$ cat src/hw/vpd_params.svh
`ifndef VPD_PARAMS_SVH
`define VPD_PARAMS_SVH

// operation codes understood by the interpreter
`define VPD_OP_TUR      8'h00
`define VPD_OP_READ6    8'h08
`define VPD_OP_WRITE6   8'h0A
`define VPD_OP_INQUIRY  8'h12
`define VPD_OP_SSU      8'h1B
`define VPD_OP_PAMR     8'h1E
`define VPD_OP_READ10   8'h28
`define VPD_OP_WRITE10  8'h2A

// status bytes
`define VPD_STS_GOOD    8'h00
`define VPD_STS_CHECK   8'h02
`define VPD_STS_RESV    8'h18

// sense keys
`define VPD_KEY_NONE    4'h0
`define VPD_KEY_NREADY  4'h2
`define VPD_KEY_ILLEGAL 4'h5

// byte 0 of every page: qualifier bits 7:5, device type bits 4:0
`define VPD_PQUAL       3'h0
`define VPD_PDTYPE      5'h00

// page codes and page geometry
`define VPD_PG_SUPPORT  8'h00
`define VPD_PG_SERIAL   8'h80
`define VPD_HDR_LEN     8'h04
`define VPD_SUP_LEN     8'h02
`define VPD_SN_LEN      8'h10
`define VPD_SN_LAST     8'h13
`define VPD_SN_BITS     128
`define VPD_SPACE       8'h20
`define VPD_RSVD        8'h00

// output buffer shape
`define VPD_FIFO_DEPTH  8
`define VPD_FIFO_WIDTH  9

`endif

$ cat src/hw/vpd_pkg.sv
package vpd_pkg;

	// codes idle 0, send 1, status 2, flush 3; flush is send's code with bit 1 set
	typedef enum logic [1:0] {
		st_idle   = 2'h0,
		st_send   = 2'h1,
		st_flush  = 2'h3,
		st_status = 2'h2
	} vpd_state_e;

	// whole state of the interpreter
	typedef struct packed {
		vpd_state_e  st;
		logic [1:0]  sync1;
		logic [1:0]  sync2;
		logic        spun;
		logic        prevent;
		logic        cmd_ready;
		logic [7:0]  page;
		logic [7:0]  idx;
		logic [7:0]  limit;
		logic        sts_valid;
		logic [7:0]  sts_code;
		logic [3:0]  sts_key;
		logic        unit_ready;
		logic        flush_req;
		logic        eject_req;
	} vpd_state_s;

endpackage

$ cat src/hw/vpd_fifo.sv
`timescale 1ns/1ps

// small buffer with a registered output stage
module vpd_fifo #(
	parameter int WIDTH = 9,
	parameter int DEPTH = 8
) (
	// clock and reset
	input  wire logic             sys_clk,
	input  wire logic             reset_n,
	// filling side
	input  wire logic             in_valid,
	output logic                  in_ready,
	input  wire logic [WIDTH-1:0] in_data,
	// draining side
	output logic                  out_valid,
	input  wire logic             out_ready,
	output logic [WIDTH-1:0]      out_data
);
	localparam int AW = $clog2(DEPTH);

	// all storage and pointers in one word
	typedef struct packed {
		logic [DEPTH-1:0][WIDTH-1:0] mem;
		logic [AW-1:0]               wptr;
		logic [AW-1:0]               rptr;
		logic [AW:0]                 count;
		logic                        ovalid;
		logic [WIDTH-1:0]            odata;
	} vpd_fifo_s;

	vpd_fifo_s r;   // registered state
	vpd_fifo_s n;   // next state
	logic      push;
	logic      pop;

	// full stalls the writer; the output stage refills when drained
	always_comb begin
		n         = r;
		in_ready  = (r.count != (AW+1)'(DEPTH));
		push      = in_valid && in_ready;
		pop       = (r.count != '0) && (!r.ovalid || out_ready);
		if (out_ready) begin
			n.ovalid = 1'b0;
		end
		if (pop) begin
			n.odata  = r.mem[r.rptr];
			n.ovalid = 1'b1;
			n.rptr   = r.rptr + 1'b1;
		end
		if (push) begin
			n.mem[r.wptr] = in_data;
			n.wptr        = r.wptr + 1'b1;
		end
		// count moves only when exactly one side acts
		if (push && !pop) begin
			n.count = r.count + 1'b1;
		end else if (pop && !push) begin
			n.count = r.count - 1'b1;
		end
		out_valid = r.ovalid;
		out_data  = r.odata;
	end

	// one register for all of it
	always_ff @(posedge sys_clk or negedge reset_n) begin
		if (!reset_n) begin
			r <= '0;
		end else begin
			r <= n;
		end
	end

endmodule

$ cat src/hw/vpd_cmd.sv
`timescale 1ns/1ps
`include "vpd_params.svh"

module vpd_cmd (
	// clock and reset
	input  wire logic         sys_clk,
	input  wire logic         reset_n,
	// command descriptor from the bus front end
	input  wire logic         cmd_valid,
	output logic              cmd_ready,
	input  wire logic [7:0]   cmd_opcode,
	input  wire logic         cmd_evpd,
	input  wire logic [7:0]   cmd_page,
	input  wire logic [7:0]   cmd_alloc,
	input  wire logic [31:0]  cmd_lba,
	input  wire logic [15:0]  cmd_blocks,
	input  wire logic         cmd_start,
	input  wire logic         cmd_loej,
	input  wire logic         cmd_prevent,
	input  wire logic [2:0]   cmd_initiator,
	// completion status
	output logic              sts_valid,
	output logic [7:0]        sts_code,
	output logic [3:0]        sts_key,
	// page data stream
	output logic              dout_valid,
	input  wire logic         dout_ready,
	output logic [7:0]        dout_data,
	output logic              dout_last,
	// unit context from same-clock logic
	input  wire logic [31:0]  capacity,
	input  wire logic         resv_active,
	input  wire logic [2:0]   resv_owner,
	input  wire logic [127:0] serial_text,
	input  wire logic         serial_ok,
	// drive mechanics pins
	input  wire logic         medium_present,
	input  wire logic         cache_dirty,
	output logic              unit_ready,
	output logic              removal_prevented,
	output logic              flush_req,
	output logic              eject_req
);

	vpd_pkg::vpd_state_s r;        // registered state
	vpd_pkg::vpd_state_s n;        // next state
	logic                present_s; // synced medium presence
	logic                dirty_s;   // synced cache dirty
	logic                accept;    // command taken this cycle
	logic                fifo_in_ready;
	logic                push;      // page byte written to buffer
	logic [7:0]          cur_byte;  // byte at current index
	logic                cur_last;  // byte closes the transfer
	logic [8:0]          fifo_out;
	logic                resv_clash;

	// byte of a page at a given index
	function automatic logic [7:0] page_byte(input logic [7:0] page, input logic [7:0] idx,
			input logic [127:0] sn, input logic sok);
		logic [7:0] b;
		logic [3:0] k;
		b = `VPD_RSVD;
		k = 4'(`VPD_SN_LAST - idx);
		case (idx)
			8'h00: b = {`VPD_PQUAL, `VPD_PDTYPE};
			8'h01: b = page;
			8'h02: b = `VPD_RSVD;
			// full length even when the allocation cuts the page short
			8'h03: b = (page == `VPD_PG_SERIAL) ? `VPD_SN_LEN : `VPD_SUP_LEN;
			default: begin
				if (page == `VPD_PG_SERIAL) begin
					// first text byte carries the most significant character
					b = sok ? sn[{k, 3'h0} +: 8] : `VPD_SPACE;
				end else if (idx == 8'h05) begin
					b = `VPD_PG_SERIAL;
				end else begin
					b = `VPD_PG_SUPPORT;
				end
			end
		endcase
		return b;
	endfunction

	// full page size in bytes, header included
	function automatic logic [7:0] page_total(input logic [7:0] page);
		return `VPD_HDR_LEN + ((page == `VPD_PG_SERIAL) ? `VPD_SN_LEN : `VPD_SUP_LEN);
	endfunction

	// whether a block range lies inside the medium
	function automatic logic range_ok(input logic [31:0] lba, input logic [15:0] blocks,
			input logic [31:0] cap);
		logic [32:0] last;
		last = {1'b0, lba} + {17'h00000, blocks} - 33'h000000001;
		if (blocks == 16'h0000) begin
			return lba < cap;
		end
		return last < {1'b0, cap};
	endfunction

	// opcodes that touch the medium
	function automatic logic is_medium(input logic [7:0] op);
		return (op == `VPD_OP_READ6) || (op == `VPD_OP_WRITE6) ||
			(op == `VPD_OP_READ10) || (op == `VPD_OP_WRITE10);
	endfunction

	// pin views come only from the second sync stage, never the first
	assign present_s  = r.sync2[1];
	assign dirty_s    = r.sync2[0];
	assign accept     = cmd_valid && r.cmd_ready;
	assign push       = (r.st == vpd_pkg::st_send) && fifo_in_ready;
	assign cur_byte   = page_byte(r.page, r.idx, serial_text, serial_ok);
	assign cur_last   = (r.idx == r.limit - 8'h01);
	assign resv_clash = resv_active && (resv_owner != cmd_initiator);

	// next-state logic for the whole interpreter
	always_comb begin
		n           = r;
		n.sync1     = {medium_present, cache_dirty};
		n.sync2     = r.sync1;
		n.sts_valid = 1'b0;
		n.eject_req = 1'b0;
		// ready only while medium commands can run
		n.unit_ready = present_s && r.spun;
		case (r.st)
			vpd_pkg::st_idle: begin
				if (accept) begin
					n.cmd_ready = 1'b0;
					n.st        = vpd_pkg::st_status;
					n.sts_valid = 1'b1;
					n.sts_code  = `VPD_STS_GOOD;
					n.sts_key   = `VPD_KEY_NONE;
					case (cmd_opcode)
						`VPD_OP_INQUIRY: begin
							if (!cmd_evpd || ((cmd_page != `VPD_PG_SUPPORT) &&
									(cmd_page != `VPD_PG_SERIAL))) begin
								n.sts_code = `VPD_STS_CHECK;
								n.sts_key  = `VPD_KEY_ILLEGAL;
							end else if (cmd_alloc != 8'h00) begin
								// stream the page, status follows the last byte written to the buffer
								n.sts_valid = 1'b0;
								n.st        = vpd_pkg::st_send;
								n.page      = cmd_page;
								n.idx       = 8'h00;
								n.limit     = (cmd_alloc < page_total(cmd_page)) ?
									cmd_alloc : page_total(cmd_page);
							end
						end
						`VPD_OP_TUR: begin
							if (!(present_s && r.spun)) begin
								n.sts_code = `VPD_STS_CHECK;
								n.sts_key  = `VPD_KEY_NREADY;
							end
						end
						`VPD_OP_SSU: begin
							if (cmd_loej && !cmd_start) begin
								if (r.prevent) begin
									n.sts_code = `VPD_STS_CHECK;
									n.sts_key  = `VPD_KEY_ILLEGAL;
								end else begin
									// demount waits for the cache to drain
									n.sts_valid = 1'b0;
									n.st        = vpd_pkg::st_flush;
									n.flush_req = 1'b1;
								end
							end else begin
								n.spun = cmd_start;
							end
						end
						`VPD_OP_PAMR: begin
							n.prevent = cmd_prevent;
						end
						default: begin
							if (!is_medium(cmd_opcode)) begin
								n.sts_code = `VPD_STS_CHECK;
								n.sts_key  = `VPD_KEY_ILLEGAL;
							end else if (!(present_s && r.spun)) begin
								n.sts_code = `VPD_STS_CHECK;
								n.sts_key  = `VPD_KEY_NREADY;
							end else if (resv_clash) begin
								n.sts_code = `VPD_STS_RESV;
							end else if (!range_ok(cmd_lba, cmd_blocks, capacity)) begin
								n.sts_code = `VPD_STS_CHECK;
								n.sts_key  = `VPD_KEY_ILLEGAL;
							end
						end
					endcase
				end
			end
			vpd_pkg::st_send: begin
				// a full buffer simply holds the index
				if (push) begin
					n.idx = r.idx + 8'h01;
					if (cur_last) begin
						n.st        = vpd_pkg::st_status;
						n.sts_valid = 1'b1;
						n.sts_code  = `VPD_STS_GOOD;
						n.sts_key   = `VPD_KEY_NONE;
					end
				end
			end
			vpd_pkg::st_flush: begin
				// eject only once nothing dirty remains
				if (!dirty_s) begin
					n.flush_req = 1'b0;
					n.eject_req = 1'b1;
					n.spun      = 1'b0;
					n.st        = vpd_pkg::st_status;
					n.sts_valid = 1'b1;
					n.sts_code  = `VPD_STS_GOOD;
					n.sts_key   = `VPD_KEY_NONE;
				end
			end
			vpd_pkg::st_status: begin
				// one quiet cycle so the status pulse never overlaps a take
				n.st        = vpd_pkg::st_idle;
				n.cmd_ready = 1'b1;
			end
			default: begin
				n.st        = vpd_pkg::st_idle;
				n.cmd_ready = 1'b1;
			end
		endcase
	end

	// state register
	always_ff @(posedge sys_clk or negedge reset_n) begin
		if (!reset_n) begin
			r           <= '0;
			r.cmd_ready <= 1'b1;
		end else begin
			r <= n;
		end
	end

	// page bytes go through the buffer so the bus side can stall
	vpd_fifo #(
		.WIDTH (`VPD_FIFO_WIDTH),
		.DEPTH (`VPD_FIFO_DEPTH)
	) u_fifo (
		.sys_clk   (sys_clk),
		.reset_n   (reset_n),
		.in_valid  (r.st == vpd_pkg::st_send),
		.in_ready  (fifo_in_ready),
		.in_data   ({cur_last, cur_byte}),
		.out_valid (dout_valid),
		.out_ready (dout_ready),
		.out_data  (fifo_out)
	);

	assign dout_data         = fifo_out[7:0];
	assign dout_last         = fifo_out[8];
	assign cmd_ready         = r.cmd_ready;
	assign sts_valid         = r.sts_valid;
	assign sts_code          = r.sts_code;
	assign sts_key           = r.sts_key;
	assign unit_ready        = r.unit_ready;
	assign removal_prevented = r.prevent;
	assign flush_req         = r.flush_req;
	assign eject_req         = r.eject_req;
endmodule

$ cat config.mk
export PLATFORM = sky130hd
export DESIGN_NAME = vpd_cmd
export DESIGN_NICKNAME = d
export VERILOG_FILES = /design/src/hw/vpd_pkg.sv /design/src/hw/vpd_fifo.sv /design/src/hw/vpd_cmd.sv
export VERILOG_INCLUDE_DIRS = /design/src /design/src/hw
export SDC_FILE = /design/constraint.sdc
export NUM_CORES = 1
export LEC_CHECK = 0
export ABC_CLOCK_PERIOD_IN_PS = 4160
export BUFFER_PORTS_ARGS = -buffer_cell sky130_fd_sc_hd__buf_2
export CAP_MARGIN = 0
export CORE_ASPECT_RATIO = 0.8
export CORE_MARGIN = 4
export CORE_UTILIZATION = 55
export DETAILED_ROUTE_END_ITERATION = 12
export GPL_TIMING_DRIVEN = 1
export HOLD_SLACK_MARGIN = 0.02
export PLACE_DENSITY = 0.92
export SKIP_CTS_REPAIR_TIMING = 1
export SLEW_MARGIN = 20
export SYNTH_ARGS = -nofsm -noshare
export SYNTH_HDL_FRONTEND = slang
export SYNTH_SLANG_ARGS = --single-unit
$ cat constraint.sdc
create_clock -name sys_clk -period 4.16 [get_ports sys_clk]
set_input_delay 0.832 -clock sys_clk [delete_from_list [all_inputs] [get_ports sys_clk]]
set_output_delay 0.832 -clock sys_clk [all_outputs]
set_load 0.02 [all_outputs]
# --- Yosys cells after proc, flatten, opt, wreduce, memory -nomap -nowiden ---
# Cells that the tools add are included.
op_classes:
  add_sub_neg: 10
  multipliers: 0
  div_mod_pow: 0
  order_cmp: 6
  eq_ne: 31
  shift: 1
  mux: 76
  n_bitwise: 1
  n_reduce_logical: 43
op_table:
  columns: ["cell", "n"]
  rows:
  - ["$shiftx A128 B8 Y8", 1]
  - ["$bwmux W72", 1]
  - ["$mux W13", 4]
  - ["$mux W25", 2]
  - ["$pmux W12 S4", 1]
  - ["$mux W40", 1]
  - ["$mux W8", 5]
  - ["$pmux W13 S3", 1]
  - ["$add A32 B16 Y33", 1]
  - ["$lt A33 B32 Y1", 1]
  - ["$sub A33 B1 Y33 const B", 1]
  - ["$lt A32 B32 Y1", 1]
  - ["$mux W1", 28]
  - ["$bmux W9 S3", 1]
  - ["$demux W9 S3", 1]
  - ["$eq A8 B5 Y1 const B", 3]
  - ["$mux W12", 2]
  - ["$mux W24", 1]
  - ["$mux W6", 4]
  - ["$pmux W8 S3", 1]
  - ["$mux W9", 2]
  - ["$ne A2 B2 Y1 const B", 9]
  - ["$eq A8 B2 Y1 const B", 2]
  - ["$eq A8 B4 Y1 const B", 2]
  - ["other kinds (47)", 92]
totals:
  register_bits: 141
  latch_bits: 0
  mem_bits_rw: 0
  mem_bits_ro: 0
  output_inout_bits: 28
  mem_count: 0

# --- Longest topological paths before layout ---
logic_depth:
  ltp_word: 22
  ltp_mapped: 24
  ltp_nobuf: 24

# --- By module ---
# A second synthesis with hierarchy kept.
unflattened:
  hier_cells: 1169
  area_unflattened_um2: 11282.1
by_module_without_submodules:
  columns: ["mod", "instances", "cells_per_inst", "area_each_um2", "seq_area_each_um2"]
  rows:
  - ["vpd_cmd", 1, 845, 6956.7, 1027.2]
  - ["vpd_fifo", 1, 324, 4325.4, 2302.2]

# --- Worst setup path before layout ---
# Ideal clock, no wire load.
synth_timing:
  path_type: "input -> register"
  from: "in cmd_lba[4]"
  to: "reg r (netlist bit sts_key[2])"
  arrival_time_ps: 4763
  required_ps: 4034
  setup_slack_ps: -729
  stages: 22
  path_cell_list: "inv_1 > ha_1 > inv_1 > ha_1 > a21o_1 > a21oi_1 > nand3_1 > a31oi_1 > o21ai_0 > a21o_1 > a21oi_1 > xnor2_1 > ha_1 > a21oi_1 > nor2_1 > a211oi_1 > o21ai_0 > a211o_1 > a31oi_1 > nand2_1 > o311a_1 > a221o_1"
synth_between:
  elab_chain_cells: 17
  word_cells_on_any_way: 19
synth_rtl:
  columns: ["item", "line_no", "source"]
  rows:
  - ["start: declaration", "vpd_cmd.sv:15", "input wire logic [31:0] cmd_lba,"]
  - ["$add A32 B16 Y33", "vpd_cmd.sv:93", "last = {1'b0, lba} + {17'h00000, blocks} - 33'h000000001;"]
  - ["$sub A33 B1 Y33", "vpd_cmd.sv:93", null]
  - ["$lt A33 B32 Y1", "vpd_cmd.sv:97", "return last < {1'b0, cap};"]
  - ["$mux W1 (*)", "vpd_cmd.sv:97", null]
  - ["$mux W1 (*)", "vpd_cmd.sv:179", "end else if (resv_clash) begin"]
  - ["$mux W1 (*)", "vpd_cmd.sv:176", "end else if (!(present_s && r.spun)) begin"]
  - ["$mux W1 (*)", "vpd_cmd.sv:173", "if (!is_medium(cmd_opcode)) begin"]
  - ["$mux W1 (*)", "vpd_cmd.sv:132", "case (cmd_opcode)"]
  - ["$mux W1 (*)", "vpd_cmd.sv:126", "if (accept) begin"]
  - ["$mux W1 (*)", "vpd_cmd.sv:124", "case (r.st)"]
  - ["$mux W6 (*)", "vpd_cmd.sv:181", "end else if (!range_ok(cmd_lba, cmd_blocks, capacity)) begin"]
  - ["$mux W4 (*)", "vpd_cmd.sv:179", null]
  - ["$mux W12 (*)", "vpd_cmd.sv:176", null]
  - ["$mux W12 (*)", "vpd_cmd.sv:173", null]
  - ["$pmux W12 S4 (*)", "vpd_cmd.sv:132", null]
  - ["$mux W40 (*)", "vpd_cmd.sv:126", null]
  - ["$pmux W13 S3 (*)", "vpd_cmd.sv:124", null]
  - ["end signal: assignment", "vpd_cmd.sv:231", "r <= n;"]
  - ["end: declaration", "vpd_cmd.sv:45", "vpd_pkg::vpd_state_s r;"]
# Every way passes the cells marked *; elsewhere a longest branch is shown, timed or not. The select of a mux whose other input is x is not followed.
# A chain may end at the register's enable or synchronous reset.

# --- Worst setup path in the final report ---
layout_timing:
  from: "in cmd_lba[5]"
  to: "reg r (netlist bit sts_key[2])"
# Same word-level chain as after synthesis.

==> impl_metrics.toml <==
[outcome]
status = "finished with violations"
failed_checks = "negative setup slack"

[logic_synthesis]
yosysWarnings = 0
synth-seq-area-share_pct = 30.26
syn_area_um2 = 11000
synthSimpleGateAreaFrac_pct = 11.13
yosysTopAreaCell = "dfrtp_1"
syn_avg_cell_area_um2 = 9.947
yosysUniqueCellTypes = 69
synth_top_family_by_area = "multiplexers"
synthAdderAreaFrac_pct = 14.35
syn_inst = 1106
ys_ff_latch = 133
yosys.area.top_type_share_pct = 30.02
synth_edf_count = 0
synthFlopType = "dfrtp_1"
synth_compound_area_share_pct = 13.49
async_flop_share_pct = 100.0
synthTopCellsByArea = "dfrtp_1 30%, ha_1 14%, mux4_2 10%, mux2_2 7.6%, inv_1 4.9%"
synth_xor_area_share_pct = 3.901
muxShareOfSynthArea_pct = 19.52

[power_and_ir_drop]
clkPwrFrac_pct = 31.7
ir_drop_v = 0.0003035
power.internal_w = 0.003269
power.leakage_nw = 7.321
power.density_nw_per_um2 = 340.7
p_comb_share_pct = 37.7
p_switching_w = 0.001736
swShare_pct = 34.69
power_frac_seq_pct = 30.6

[route]
drtAntennaViolNets = 0
wirelength_mm = 38.53
wl_per_cell_um = 22.04
vias = 10833
drt-initial-drc-count = 1050
firstDrtPassIters = 6
vias_per_cell = 6.197
route.detailed.drc = 0

[place]
io_buffers = 271
placed_area_um2 = 13410
gp_congestion = 0.9795
place.detailed.hpwl_mm = 26.46

[grt]
gr-total-overflow = 0
busiest_layer = "met2"
grt_util_all_layers_pct = 29.66
grt_util_met2_pct = 51.54
grt_use_met3_pct = 4.682
grt_max_degree = 73
grt_pass1_wl_mm = 53.43
antenna_found_initial = 7
grt_pass1_vias = 10759
grt_util_met1_pct = 36.84

[clocking]
clk_pin_slew_ns = 0.07
cts.sinks = 133
clockBufferDepth = 2
cts-htree-levels = 4
cts_tree = "yes"
cts_made_buffers = 17
insertion_delay_ns = 0.42
cts_root_buf = "clkbuf_16"

[critical_path]
cp.required_ns = 4.47
crit_fanout = 4
end_kind = "flop"
worst_ep_arrival_time_ns = 5.22
reg2reg_depth = 7
r2r_slack_ns = 0.92
rr_endpoint = "u_fifo.r[74]"
r2r-start = "r[25]"
cp-start-kind = "input pin"
path_class = "in2reg"

[floorplan]
initial_utilization_pct = 56.97
die_x_um = 166.1
num_io_pins = 278
die_area_um2 = 22340
die_h_um = 134.5
core_um2 = 19310
rows = 45

[timing]
setup_viol = 2
holdWs_ns = 0.3553
worst_slack_ns = -0.7570
min_period_ns = 4.917
finalClockSkew_ns = 0.01180
fmax_ghz = 0.2034
drv_slew = 0
worst_pin_slew_ns = 0.9933
relSlewSlack_pct = 33.78
finalCritPeriodShare_pct = 118.2
hold_violations = 0
rsz0062_at_grt = "true"

[layout]
synthToLayoutAreaGrowth_pct = 33.53
nFillCells = 1100
fin_nets = 1844
drive_gt1_share_pct = 43.99
stdcell_area_um2 = 14690

[worst_hold_path]
min_to = "present_s"
hp-class = "reg2reg"
hold-path-cell-count = 0
hp-start = "n[44]"

[flow_run]
maxCapViolations = 0
## per-layer routing
layer	wire length, µm	vias up
met2	19000	719
met3	2994	201
met4	2758	0
li1	-	4726
met5	0	-
met1	13770	5187
## power groups by stage
stage / clock network, W / logic [W] / registers (W)
2_1_floorplan: 0 / 0.00113 / 0.00147
3_3_place_gp: 0 / 0.00155 / 0.00153
3_5_place_dp: 0 / 0.00162 / 0.00154
4_1_cts: 0.00158 / 0.00164 / 0.00153
5_1_grt: 0.00164 / 0.00203 / 0.00154
6_report: 0.00159 / 0.00189 / 0.00153
## worst max-delay path by stage
stage	cells past startpoint	end	from	slack [ns]
global placement	24	sts_key[2]	cmd_blocks[1]	-0.93
CTS	24	sts_key[2]	cmd_blocks[1]	-0.77
global route	22	sts_key[2]	cmd_lba[5]	-0.83
finish	22	sts_key[2]	cmd_lba[5]	-0.76
detailed placement	24	sts_key[2]	cmd_blocks[1]	-1.17
floorplan	24	sts_key[2]	cmd_blocks[1]	-0.47
## cells by family (layout without fill, tap and decap cells)
kind of cell,after synthesis,count (layout)
buf+inv,192,563
fa+ha+maj,125,125
mux,144,144
xor+xnor,49,49
flops,133,133
compound gates,229,229
other cells,1,14
simple gates,233,233
## registers in the layout, indices dropped and copies added, names as in the netlist
| name | flops |
|---|---|
| present_s | 1 |
| n | 2 |
| sts_code | 2 |
| unit_ready | 1 |
| eject_req | 1 |
| removal_prevented | 1 |
| cmd_ready | 1 |
| u_fifo.r | 82 |
| u_fifo.out_data | 9 |
| sts_valid | 1 |
| flush_req | 1 |
| sts_key | 2 |
| u_fifo.out_valid | 1 |
| dirty_s | 1 |
| r | 27 |
## per-stage QoR
step                      total power (W)  utilization, %  setup TNS (ns)  worst slack, ns  std cells
final                            0.005005           76.07          -1.480          -0.7570       1748
after global routing             0.005213           76.05          -1.632          -0.8273       1747
after CTS                        0.004748           72.60          -1.484          -0.7700       1732
after detailed placement         0.003162           69.42          -2.278           -1.169       1700
after global placement           0.003082           69.37          -1.809          -0.9327       1700
after floorplan                  0.002601               -         -0.8764          -0.4672       1111
## layout make-up
class / count / area (µm²) / share of cell area [%]
multi-input cells: 786 / 7511 / 51.13
clock buffers: 20 / 446.7 / 3.041
diodes: 8 / 20.02 / 0.1363
well taps: 258 / 322.8 / 2.197
clock inverters: 12 / 167.7 / 1.141
flip-flops and latches: 133 / 3331 / 22.67
repair buffers: 386 / 2320 / 15.79
inverters: 145 / 571.8 / 3.892
## layout by cell type, fill, tap and decap left out, types with 9 or more instances in the layout
| master | synthesis | final |
|---|---|---|
| a21oi_1 | 68 | 51 |
| ha_4 | 0 | 22 |
| nor2_1 | 55 | 54 |
| buf_2 | 7 | 260 |
| a21o_1 | 29 | 29 |
| o21ai_0 | 46 | 34 |
| and2_1 | 12 | 12 |
| clkbuf_16 | 0 | 17 |
| nor4_1 | 12 | 12 |
| mux4_2 | 49 | 49 |
| nand4_1 | 18 | 18 |
| a31oi_1 | 11 | 9 |
| nor3_1 | 13 | 11 |
| xor2_1 | 17 | 17 |
| dfrtp_1 | 132 | 131 |
| ha_1 | 123 | 99 |
| mux2_2 | 74 | 74 |
| xnor2_1 | 32 | 32 |
| a221oi_1 | 9 | 9 |
| inv_2 | 1 | 22 |
| nand2b_1 | 15 | 14 |
| nand2_1 | 57 | 54 |
| inv_1 | 143 | 115 |
| mux2i_1 | 21 | 21 |
| a21oi_2 | 0 | 11 |
| buf_4 | 20 | 113 |
## cells in the mapped netlist (all sizes together), types with 21 or more instances
cell type    n
inv        144
dfrtp      132
ha         123
mux2        74
a21oi       68
nand2       57
nor2        55
mux4        49
o21ai       49
buf         32
xnor2       32
a21o        29
mux2i       21
## critical path: stages
cell      delay [ns]
buf_2           0.11
inv_2           0.05
ha_4            0.25
inv_1           0.09
ha_4            0.34
nand4b_1        0.39
nand3_4         0.29
nand3_4         0.12
nand3_4         0.13
o21ai_4         0.07
o21ai_2         0.17
xor2_1          0.24
ha_1            0.31
buf_4           0.15
a211oi_2        0.22
buf_4           0.16
o21ai_2         0.06
a211o_1         0.26
a31oi_4         0.19
nand2_1         0.10
o311a_1         0.38
a221o_1         0.31
No activity file was read; power rests on OpenSTA's default activity.
